--- src/pkg/rmi_cfg.svh ---
// Constants for the rotate/mask/insert unit: field positions, opcodes, offsets
// Assumes big-endian bit numbering of the instruction word (bit 0 = MSB)
`ifndef RMI_CFG_SVH
`define RMI_CFG_SVH
// ==========================================================
// Instruction decode
`define RMI_OPC_DWORD 6'h1E
`define RMI_OPC_WORD 6'h16
`define RMI_XO_CLR_RIGHT 3'h1
`define RMI_XO_INSERT 3'h3
// ==========================================================
// Register map (byte addresses)
`define RMI_ADDR_INSN 12'h000
`define RMI_ADDR_SRC_LO 12'h004
`define RMI_ADDR_SRC_HI 12'h008
`define RMI_ADDR_TGT_LO 12'h00C
`define RMI_ADDR_TGT_HI 12'h010
`define RMI_ADDR_CNT 12'h014
`define RMI_ADDR_CTRL 12'h018
`define RMI_ADDR_RES_LO 12'h01C
`define RMI_ADDR_RES_HI 12'h020
`define RMI_ADDR_STATUS 12'h024
`define RMI_ADDR_IRQ_STAT 12'h028
`define RMI_ADDR_IRQ_EN 12'h02C
`define RMI_ADDR_IRQ_CLR 12'h030
// Control bits
`define RMI_CTRL_SO_BIT 0
// Interrupt bits
`define RMI_IRQ_DONE_BIT 0
`define RMI_IRQ_ILL_BIT 1
// AXI responses
`define RMI_RESP_OKAY 2'h0
`define RMI_RESP_SLVERR 2'h2
`endif

--- src/pkg/rmi_pkg.sv ---
// Types for the rotate/mask/insert unit
// Assumes rmi_cfg.svh is on the include path
package rmi_pkg;
   // ==========================================================
   // Operation kinds
   typedef enum logic [1:0] {
      RMI_OP_NONE = 2'b00,
      RMI_OP_CLR_RIGHT = 2'b01,
      RMI_OP_INSERT = 2'b10,
      RMI_OP_WORD_INSERT = 2'b11
   } rmi_op_t;
   // Condition field zero: lt, gt, eq, so
   typedef struct packed {
      logic less_than_zero_flag;
      logic greater_than_zero_flag;
      logic zero_result_flag;
      logic summary_overflow;
   } rmi_cond_t;
   // Decoded instruction fields
   typedef struct packed {
      logic [5:0] rotate_amount;
      logic [5:0] mask_field;
      logic [4:0] mask_begin_field;
      logic [4:0] mask_end_field;
      logic record_bit;
   } rmi_fields_t;
endpackage

--- src/rmi_unit.sv ---
// Rotate-and-mask datapath with an AXI4-Lite register front end
// Assumes a single 100 MHz clock and a well-behaved AXI4-Lite master
//
// Added by the designer: the AXI4-Lite slave port and the register offsets.
`timescale 1ns/100ps
`include "rmi_cfg.svh"
// Function
// [RULE1] Doubleword rotate, keep bits 0..end
// [RULE2] Decode opcode 30, sub-op 1, split amount
// [RULE3] Insert mask from begin to 63-amount
// [RULE4] Insert keeps target bits where mask zero
// [RULE5] Decode opcode 30, sub-op 3
// [RULE6] Doubleword forms illegal on 32-bit build
// [RULE7] Record bit updates condition field zero
// [RULE8] Word rotate by count register bits 27-31
// [RULE9] Decode opcode 22 with field layout
// [RULE10] Word insert keeps target where mask zero
// [RULE11] Begin below end+1: ones begin..end
// [RULE12] Begin equals end+1: all ones
// [RULE13] Begin above end+1: wraparound mask
// [RULE14] Never touch exception register; record updates flags
// [RULE15] Flags compare written result with zero
// [RULE16] Word insert only in legacy variant
// [RULE17] Summary flag copied from exception register
// [RULE18] Signed compare over full result width; the word form compares only result bits 31:0 of its 64-bit result
module rmi_unit import rmi_pkg::*; #(
   parameter bit IS_64BIT = 1'b1,
   parameter bit HAS_LEGACY = 1'b1
) (
   // Clock and reset
   input wire logic aclk,
   input wire logic aresetn,
   // AXI4-Lite write address and data
   input wire logic [11:0] s_axi_awaddr,
   input wire logic s_axi_awvalid,
   output logic s_axi_awready,
   input wire logic [31:0] s_axi_wdata,
   input wire logic [3:0] s_axi_wstrb,
   input wire logic s_axi_wvalid,
   output logic s_axi_wready,
   // AXI4-Lite write response
   output logic [1:0] s_axi_bresp,
   output logic s_axi_bvalid,
   input wire logic s_axi_bready,
   // AXI4-Lite read
   input wire logic [11:0] s_axi_araddr,
   input wire logic s_axi_arvalid,
   output logic s_axi_arready,
   output logic [31:0] s_axi_rdata,
   output logic [1:0] s_axi_rresp,
   output logic s_axi_rvalid,
   input wire logic s_axi_rready,
   // Interrupt
   output logic irq
);
   // ==========================================================
   // Register storage
   logic [31:0] insn_reg;
   logic [63:0] src_reg, tgt_reg, res_reg;
   logic [31:0] cnt_reg;
   logic so_reg;
   rmi_cond_t cond_reg;
   logic cond_upd_reg, illegal_reg;
   logic [1:0] irq_stat_reg, irq_en_reg;
   logic go_reg;
   // Bus holding
   logic aw_held_reg, w_held_reg;
   logic [11:0] aw_addr_reg;
   logic [31:0] w_data_reg;
   logic [3:0] w_strb_reg;
   logic wr_fire;
   logic [31:0] wmask;

   // ==========================================================
   // Write channel: address and data accepted in either order
   assign s_axi_awready = !aw_held_reg && !s_axi_bvalid;
   assign s_axi_wready = !w_held_reg && !s_axi_bvalid;
   assign wr_fire = aw_held_reg && w_held_reg && !s_axi_bvalid;
   assign wmask = {{8{w_strb_reg[3]}}, {8{w_strb_reg[2]}}, {8{w_strb_reg[1]}},
                   {8{w_strb_reg[0]}}};

   always_ff @(posedge aclk) begin
      if (!aresetn) begin
         aw_held_reg <= 1'b0;
         w_held_reg <= 1'b0;
         aw_addr_reg <= 12'h000;
         w_data_reg <= 32'h00000000;
         w_strb_reg <= 4'h0;
      end else begin
         if (s_axi_awvalid && s_axi_awready) begin
            aw_held_reg <= 1'b1;
            aw_addr_reg <= s_axi_awaddr;
         end else if (wr_fire) begin
            aw_held_reg <= 1'b0;
         end
         if (s_axi_wvalid && s_axi_wready) begin
            w_held_reg <= 1'b1;
            w_data_reg <= s_axi_wdata;
            w_strb_reg <= s_axi_wstrb;
         end else if (wr_fire) begin
            w_held_reg <= 1'b0;
         end
      end
   end

   logic wr_known;
   always_comb begin
      case ({aw_addr_reg[11:2], 2'b00})
         `RMI_ADDR_INSN, `RMI_ADDR_SRC_LO, `RMI_ADDR_SRC_HI, `RMI_ADDR_TGT_LO,
         `RMI_ADDR_TGT_HI, `RMI_ADDR_CNT, `RMI_ADDR_CTRL, `RMI_ADDR_IRQ_EN,
         `RMI_ADDR_IRQ_CLR: wr_known = 1'b1;
         default: wr_known = 1'b0;
      endcase
   end

   always_ff @(posedge aclk) begin
      if (!aresetn) begin
         s_axi_bvalid <= 1'b0;
         s_axi_bresp <= `RMI_RESP_OKAY;
      end else if (wr_fire) begin
         s_axi_bvalid <= 1'b1;
         s_axi_bresp <= wr_known ? `RMI_RESP_OKAY : `RMI_RESP_SLVERR;
      end else if (s_axi_bready) begin
         s_axi_bvalid <= 1'b0;
      end
   end

   // Operand registers; writing the instruction word launches execution
   always_ff @(posedge aclk) begin
      if (!aresetn) begin
         insn_reg <= 32'h00000000;
         src_reg <= 64'h0000000000000000;
         cnt_reg <= 32'h00000000;
         so_reg <= 1'b0;
         irq_en_reg <= 2'h0;
         go_reg <= 1'b0;
      end else begin
         go_reg <= 1'b0;
         if (wr_fire) begin
            case ({aw_addr_reg[11:2], 2'b00})
               `RMI_ADDR_INSN: begin
                  insn_reg <= (insn_reg & ~wmask) | (w_data_reg & wmask);
                  go_reg <= 1'b1;
               end
               `RMI_ADDR_SRC_LO: src_reg[31:0] <= (src_reg[31:0] & ~wmask) | (w_data_reg & wmask);
               `RMI_ADDR_SRC_HI: src_reg[63:32] <= (src_reg[63:32] & ~wmask) | (w_data_reg & wmask);
               `RMI_ADDR_CNT: cnt_reg <= (cnt_reg & ~wmask) | (w_data_reg & wmask);
               `RMI_ADDR_CTRL: if (w_strb_reg[0]) so_reg <= w_data_reg[`RMI_CTRL_SO_BIT];
               `RMI_ADDR_IRQ_EN: if (w_strb_reg[0]) irq_en_reg <= w_data_reg[1:0];
               default: ;
            endcase
         end
      end
   end

   // ==========================================================
   // Decode (instruction bit 0 is the MSB, so bit n is insn[31-n])
   rmi_op_t op;
   rmi_fields_t f;
   logic dword_legal;
   assign f.rotate_amount = {insn_reg[1], insn_reg[15:11]};     // see [RULE2]
   assign f.mask_field = insn_reg[10:5];                         // see [RULE2]
   assign f.mask_begin_field = insn_reg[10:6];                   // see [RULE9]
   assign f.mask_end_field = insn_reg[5:1];                      // see [RULE9]
   assign f.record_bit = insn_reg[0];
   assign dword_legal = IS_64BIT;                                // see [RULE6]

   always_comb begin
      op = RMI_OP_NONE;
      if (insn_reg[31:26] == `RMI_OPC_DWORD && dword_legal) begin
         if (insn_reg[4:2] == `RMI_XO_CLR_RIGHT)
            op = RMI_OP_CLR_RIGHT;                               // see [RULE2]
         else if (insn_reg[4:2] == `RMI_XO_INSERT)
            op = RMI_OP_INSERT;                                  // see [RULE5]
      end else if (insn_reg[31:26] == `RMI_OPC_WORD && HAS_LEGACY) begin
         op = RMI_OP_WORD_INSERT;                                // see [RULE16]
      end
   end

   // ==========================================================
   // Datapath; mask position 0 is the MSB of each operand
   logic [63:0] rot64, mask64, ins64;
   logic [31:0] rot32, mask32;
   logic [4:0] wamt;
   logic [63:0] result;
   logic [6:0] ins_end;

   assign rot64 = (src_reg << f.rotate_amount) | (src_reg >> (7'd64 - {1'b0, f.rotate_amount}));
   assign wamt = cnt_reg[4:0];                                   // see [RULE8]
   assign rot32 = (src_reg[31:0] << wamt) | (src_reg[31:0] >> (6'd32 - {1'b0, wamt}));
   assign ins_end = 7'd63 - {1'b0, f.rotate_amount};             // see [RULE3]

   always_comb begin
      mask64 = 64'h0000000000000000;
      ins64 = 64'h0000000000000000;
      mask32 = 32'h00000000;
      for (int i = 0; i < 64; i++) begin
         if (i <= f.mask_field)
            mask64[63 - i] = 1'b1;                               // see [RULE1]
         if (i >= f.mask_field && i <= ins_end)
            ins64[63 - i] = 1'b1;                                // see [RULE3]
      end
      for (int i = 0; i < 32; i++) begin
         if ({1'b0, f.mask_begin_field} <= {1'b0, f.mask_end_field})
            mask32[31 - i] = (i >= f.mask_begin_field) && (i <= f.mask_end_field); // see [RULE11]
         else if ({1'b0, f.mask_begin_field} == {1'b0, f.mask_end_field} + 6'd1)
            mask32[31 - i] = 1'b1;                               // see [RULE12]
         else
            mask32[31 - i] = !((i > f.mask_end_field) && (i < f.mask_begin_field)); // see [RULE13]
      end
   end

   always_comb begin
      case (op)
         RMI_OP_CLR_RIGHT: result = rot64 & mask64;              // see [RULE1]
         RMI_OP_INSERT: result = (rot64 & ins64) | (tgt_reg & ~ins64); // see [RULE4]
         RMI_OP_WORD_INSERT:
            result = {tgt_reg[63:32], (rot32 & mask32) | (tgt_reg[31:0] & ~mask32)}; // see [RULE10]
         default: result = tgt_reg;
      endcase
   end

   // Word form compares its 32-bit result, doubleword forms the full 64 bits
   logic res_neg, res_zero;
   assign res_neg = (op == RMI_OP_WORD_INSERT) ? result[31] : result[63];   // see [RULE18]
   assign res_zero = (op == RMI_OP_WORD_INSERT) ? (result[31:0] == 32'h00000000) :
                     (result == 64'h0000000000000000);           // see [RULE15]

   // ==========================================================
   // Execution: one cycle after the instruction write
   always_ff @(posedge aclk) begin
      if (!aresetn) begin
         tgt_reg <= 64'h0000000000000000;
         res_reg <= 64'h0000000000000000;
         cond_reg <= '0;
         cond_upd_reg <= 1'b0;
         illegal_reg <= 1'b0;
      end else if (wr_fire && {aw_addr_reg[11:2], 2'b00} == `RMI_ADDR_TGT_LO) begin
         tgt_reg[31:0] <= (tgt_reg[31:0] & ~wmask) | (w_data_reg & wmask);
      end else if (wr_fire && {aw_addr_reg[11:2], 2'b00} == `RMI_ADDR_TGT_HI) begin
         tgt_reg[63:32] <= (tgt_reg[63:32] & ~wmask) | (w_data_reg & wmask);
      end else if (go_reg) begin
         illegal_reg <= (op == RMI_OP_NONE);                     // see [RULE6]
         cond_upd_reg <= 1'b0;
         if (op != RMI_OP_NONE) begin
            tgt_reg <= result;
            res_reg <= result;
            if (f.record_bit) begin                              // see [RULE7]
               cond_upd_reg <= 1'b1;
               cond_reg.less_than_zero_flag <= res_neg;          // see [RULE15]
               cond_reg.greater_than_zero_flag <= !res_neg && !res_zero;
               cond_reg.zero_result_flag <= res_zero;
               cond_reg.summary_overflow <= so_reg;              // see [RULE17] [RULE14]
            end
         end
      end
   end

   // ==========================================================
   // Interrupts: set wins over clear
   logic [1:0] irq_set, irq_clr;
   assign irq_set = {go_reg && op == RMI_OP_NONE, go_reg && op != RMI_OP_NONE};
   assign irq_clr = (wr_fire && {aw_addr_reg[11:2], 2'b00} == `RMI_ADDR_IRQ_CLR &&
                     w_strb_reg[0]) ? w_data_reg[1:0] : 2'h0;
   always_ff @(posedge aclk) begin
      if (!aresetn)
         irq_stat_reg <= 2'h0;
      else
         irq_stat_reg <= (irq_stat_reg & ~irq_clr) | irq_set;
   end
   assign irq = |(irq_stat_reg & irq_en_reg);

   // ==========================================================
   // Read channel
   logic [31:0] rd_val;
   logic rd_known;
   assign s_axi_arready = !s_axi_rvalid;
   always_comb begin
      rd_known = 1'b1;
      case ({s_axi_araddr[11:2], 2'b00})
         `RMI_ADDR_INSN: rd_val = insn_reg;
         `RMI_ADDR_SRC_LO: rd_val = src_reg[31:0];
         `RMI_ADDR_SRC_HI: rd_val = src_reg[63:32];
         `RMI_ADDR_TGT_LO: rd_val = tgt_reg[31:0];
         `RMI_ADDR_TGT_HI: rd_val = tgt_reg[63:32];
         `RMI_ADDR_CNT: rd_val = cnt_reg;
         `RMI_ADDR_CTRL: rd_val = {31'h0, so_reg};
         `RMI_ADDR_RES_LO: rd_val = res_reg[31:0];
         `RMI_ADDR_RES_HI: rd_val = res_reg[63:32];
         `RMI_ADDR_STATUS: rd_val = {26'h0, illegal_reg, cond_upd_reg, cond_reg};
         `RMI_ADDR_IRQ_STAT: rd_val = {30'h0, irq_stat_reg};
         `RMI_ADDR_IRQ_EN: rd_val = {30'h0, irq_en_reg};
         default: begin
            rd_val = 32'h00000000;
            rd_known = 1'b0;
         end
      endcase
   end
   always_ff @(posedge aclk) begin
      if (!aresetn) begin
         s_axi_rvalid <= 1'b0;
         s_axi_rdata <= 32'h00000000;
         s_axi_rresp <= `RMI_RESP_OKAY;
      end else if (s_axi_arvalid && s_axi_arready) begin
         s_axi_rvalid <= 1'b1;
         s_axi_rdata <= rd_val;
         s_axi_rresp <= rd_known ? `RMI_RESP_OKAY : `RMI_RESP_SLVERR;
      end else if (s_axi_rready) begin
         s_axi_rvalid <= 1'b0;
      end
   end

   // ==========================================================
   // Checks
   property p_clr_right;
      @(posedge aclk) disable iff (!aresetn)
      (go_reg && op == RMI_OP_CLR_RIGHT) |=> (tgt_reg == ($past(rot64) & $past(mask64)));
   endproperty
   a_clr_right: assert property (p_clr_right) else $error("clear-right wrong"); // see [RULE1]

   property p_insert_keep;
      @(posedge aclk) disable iff (!aresetn)
      (go_reg && op == RMI_OP_INSERT) |=>
         ((tgt_reg & ~$past(ins64)) == ($past(tgt_reg) & ~$past(ins64)));
   endproperty
   a_insert_keep: assert property (p_insert_keep) else $error("kept bits changed"); // see [RULE4]

   property p_word_keep;
      @(posedge aclk) disable iff (!aresetn)
      (go_reg && op == RMI_OP_WORD_INSERT) |=> ((tgt_reg[31:0] & ~$past(mask32)) ==
         ($past(tgt_reg[31:0]) & ~$past(mask32)));
   endproperty
   a_word_keep: assert property (p_word_keep) else $error("word kept bits lost"); // see [RULE10]

   property p_full_mask;
      @(posedge aclk) disable iff (!aresetn)
      ({1'b0, f.mask_begin_field} == {1'b0, f.mask_end_field} + 6'd1) |-> (mask32 == 32'hFFFFFFFF);
   endproperty
   a_full_mask: assert property (p_full_mask) else $error("full mask wrong"); // see [RULE12]

   property p_no_record;
      @(posedge aclk) disable iff (!aresetn)
      (go_reg && !f.record_bit) |=> $stable(cond_reg);
   endproperty
   a_no_record: assert property (p_no_record) else $error("unrecorded flag change"); // see [RULE7]

   property p_illegal32;
      @(posedge aclk) disable iff (!aresetn)
      (go_reg && (op == RMI_OP_NONE || (!IS_64BIT && insn_reg[31:26] == `RMI_OPC_DWORD)))
         |=> (illegal_reg && irq_stat_reg[1]);
   endproperty
   a_illegal32: assert property (p_illegal32) else $error("illegal path not taken"); // see [RULE6]

   property p_so_copy;
      @(posedge aclk) disable iff (!aresetn)
      (go_reg && op != RMI_OP_NONE && f.record_bit) |=> (cond_reg.summary_overflow == $past(so_reg)
         && $stable(so_reg));
   endproperty
   a_so_copy: assert property (p_so_copy) else $error("summary flag not copied"); // see [RULE17]

   property p_flags;
      @(posedge aclk) disable iff (!aresetn)
      (go_reg && op == RMI_OP_CLR_RIGHT && f.record_bit) |=>
         (cond_reg.zero_result_flag == (tgt_reg == 64'h0) &&
          cond_reg.less_than_zero_flag == tgt_reg[63]);
   endproperty
   a_flags: assert property (p_flags) else $error("condition flags mismatch"); // see [RULE15]
endmodule // rmi_unit

--- config.mk ---
export PLATFORM = sky130hd
export DESIGN_NAME = rmi_unit
export DESIGN_NICKNAME = d
export VERILOG_FILES = /design/src/pkg/rmi_pkg.sv /design/src/rmi_unit.sv
export VERILOG_INCLUDE_DIRS = /design/src /design/src/pkg
export SDC_FILE = /design/constraint.sdc
export NUM_CORES = 2
export LEC_CHECK = 0
export BUFFER_PORTS_ARGS = -buffer_cell sky130_fd_sc_hd__buf_2
export CORE_AREA = 2 2 379 381
export DETAILED_ROUTE_END_ITERATION = 16
export DIE_AREA = 0 0 381 383
export HOLD_SLACK_MARGIN = 0.12
export MAX_ROUTING_LAYER = met4
export PLACE_DENSITY = 0.5
export SLEW_MARGIN = 10
export SYNTH_ARGS = -nofsm -noshare
export SYNTH_HDL_FRONTEND = slang
export SYNTH_SLANG_ARGS = --single-unit
--- constraint.sdc ---
create_clock -name aclk -period 7.5 [get_ports aclk]
set_clock_uncertainty 0.05 [all_clocks]
set_input_delay 0.375 -clock aclk [delete_from_list [all_inputs] [get_ports aclk]]
set_output_delay 0.375 -clock aclk [all_outputs]
set_load 0.05 [all_outputs]
==> flow_metrics.tcl <==
set metrics [dict create \
    status "finished clean" \
    via_per_inst 6.57 \
    drive_gt1_frac 0.191 \
    synth_area_mm2 0.0353 \
    leakagePower_nw 13.1 \
    pwr-share-comb 0.055 \
    fin_util 0.279 \
    wl_mm 250 \
    clock-root-buffer "clkbuf_16" \
    tritoncts "yes" \
    p_seq_frac 0.483 \
    dieArea_mm2 0.146 \
    synth-edff-count 0 \
    avgSynthCellArea_um2 7.92 \
    hold_viol_final 0 \
    peakVddDrop_v 0.000204 \
    rsz0062_at_grt "no" \
    h-tree-depth 2 \
    start_util 0.248 \
    cp-start-kind "register" \
    r2r_slack_ns 0.92 \
    antenna_found_initial 31 \
    io_pins 109 \
    grt_pass1_wl_mm 337 \
    vias 41500 \
    post-route-drc-count 0 \
    hp-class "in2reg" \
    swShare 0.256 \
    power_density_mw_per_mm2 101 \
    drtIter0Drc 7335 \
    postCtsSetupRepairBufs 0 \
    internal_power_mw 2.99 \
    yosysSeqAreaShare 0.200 \
    port-buffer-count 102 \
    regToRegEndpoint "cond_reg[2]$_SDFFE_PN0P_" \
    clock_sinks 352 \
    netlist.area_leader.share 0.200 \
    ys_ff_latch 352 \
    worst_slack_ns 0.919 \
    async_reset_ff_frac 0 \
    grt_usage 0.339 \
    clkTransAtPathRegs_ns 0.07 \
    fp.coreArea_mm2 0.142 \
    post_drt_wl_per_cell_um 39.6 \
    synthTopCellsByArea "dfxtp_1 20%, mux4_2 14%, nand2_1 6.5%" \
    cts_max_path_buffers 3 \
    drtAntennaViolNets 0 \
    power.net_switching_mw 1.03 \
    area_growth_pct 12.5 \
    pwr-share-clk 0.462 \
    cp.required_ns 7.90 \
    layout_min_cycle_time_ns 6.58 \
    cap_violations 0 \
    yosys.area.top_type "dfxtp_1" \
    setup_violations 0 \
    cp-end-kind "register" \
    grt_max_degree 132 \
    yosysWarnings 0 \
    reg2regPathDepth 13 \
    grt_pass1_vias 38000 \
    yosysMostFrequentCell "nand2_1" \
    finalNetCount 4437 \
    slew-limit-headroom 0.126 \
    dp_hpwl_mm 189 \
    worst-slew-pin-transition_ns 1.31 \
    ys_top_cells_by_count "613 x nand2_1, 352 x dfxtp_1, 348 x clkbuf_1, 280 x nor2_1, 270 x a21oi_1" \
    max_freq_mhz 152 \
    synth_top_flop_cell "dfxtp_1" \
    gp_congestion 1.10 \
    die_h_um 383 \
    preCtsSetupSlack_ns 1.16 \
    overflow 0 \
    die_w_um 381 \
    period_share 0.877 \
    slew_viol_final 0 \
    timing.hold.ws_ns 0.347 \
    synth_cells 4452 \
    cts_buffers 36 \
    clkLatencyLatePin_ns 0.56 \
    post_synth_num_cell_types 96 \
    worstPathArrival_ns 6.98 \
    rows 139 \
    path_max_fanout 41 \
    crit_end "cond_reg[2]$_SDFFE_PN0P_" \
    first_pass_iters 10 \
    finalSetupTns_ns 0 \
    path_class "reg2reg" \
]
repair_timing:
action,4_1_cts,5_1_grt
gates resized for setup,0,0
hold buffers,49,0
hold endpoints to repair,48,0
how the worst min path moves through the flow:
stage	start	end	cells past startpoint
CTS	s_axi_awvalid	aw_addr_reg[10]$_SDFFE_PN0P_	4
floorplan	cond_reg[1]$_SDFFE_PN0P_	cond_reg[1]$_SDFFE_PN0P_	2
finish	s_axi_awvalid	aw_addr_reg[10]$_SDFFE_PN0P_	4
global route	s_axi_awvalid	aw_addr_reg[9]$_SDFFE_PN0P_	4
detailed placement	register	register	2
global placement	res_reg[29]$_SDFFE_PN0P_	res_reg[29]$_SDFFE_PN0P_	1
worst max-delay path, stage by stage, from the launching register on:
cell and delay [ns]:
dfxtp_4 0.66, inv_1 0.26, ha_4 0.69, mux2_2 0.44
mux2_2 0.36, mux2i_1 0.38, mux2i_1 0.32, a211oi_1 0.60
o22ai_1 0.55, or4_1 0.65, nor4_1 0.52, a31oi_1 0.15
or4_1 0.56, a32o_1 0.25
final cells by class:
class                           count  area [um2]
Timing Repair Buffer              377        2780
Clock inverter                     14         154
Antenna cell                       39        97.6
Fill cell                       15600      103000
Multi-Input combinational cell   3541       26000
Clock buffer                       50        1010
Tap cell                         1903        2380
Inverter                           46         174
Sequential cell                   352        7100
power by group through the flow:
| stage | registers (mW) | logic (mW) | clock network [mW] |
|---|---|---|---|
| 6_report | 1.94 | 0.221 | 1.86 |
| 5_1_grt | 1.94 | 0.238 | 1.95 |
| 4_1_cts | 1.94 | 0.221 | 1.89 |
| 3_5_place_dp | 1.98 | 0.201 | 0 |
| 3_3_place_gp | 1.98 | 0.201 | 0 |
| 2_1_floorplan | 1.95 | 0.130 | 0 |
cell usage in the layout (no fill, tap or decap), types with 24 or more instances in the layout:
cell / count
buf_4: 220
nor2b_1: 75
a21boi_0: 195
nor3b_1: 33
a221oi_1: 34
mux4_2: 216
a22oi_1: 88
a211oi_1: 43
mux2_2: 101
dfxtp_2: 28
nand2_1: 610
clkbuf_16: 36
inv_1: 40
nand2b_1: 29
a31oi_1: 73
diode_2: 39
a222oi_1: 68
and2_1: 44
nand3_1: 224
o22ai_1: 57
o21a_1: 24
o21ai_0: 246
a21oi_1: 269
mux2i_1: 218
o211ai_1: 45
o221a_2: 26
and3_1: 34
dlygate4sd3_1: 49
nor3_1: 49
nor2_1: 270
dfxtp_1: 319
buf_2: 101
per-layer routing:
metal	vias up	GRT usage	wire, um
met4	0	0.208	18700
li1	16800	-	-
met2	3246	0.486	105000
met1	20800	0.432	97800
met5	-	-	0
met3	629	0.0750	28400
through the flow:
stage | instances | power (mW) | instance area [um2]
after floorplan | 4453 | 2.08 | 35300
after global placement | 6170 | 2.19 | 37900
after detailed placement | 6170 | 2.18 | 37900
final | 6322 | 4.02 | 39700
after CTS | 6283 | 4.06 | 39600
after global routing | 6309 | 4.13 | 39600
cell families after synthesis:
group / share of synthesized area
mux: 0.232
compound gates: 0.288
other cells: 0.000106
simple gates: 0.203
flops: 0.200
fa+ha+maj: 0.00568
buf+inv: 0.0685
xor+xnor: 0.00266
(Power assumes the default switching activity.)
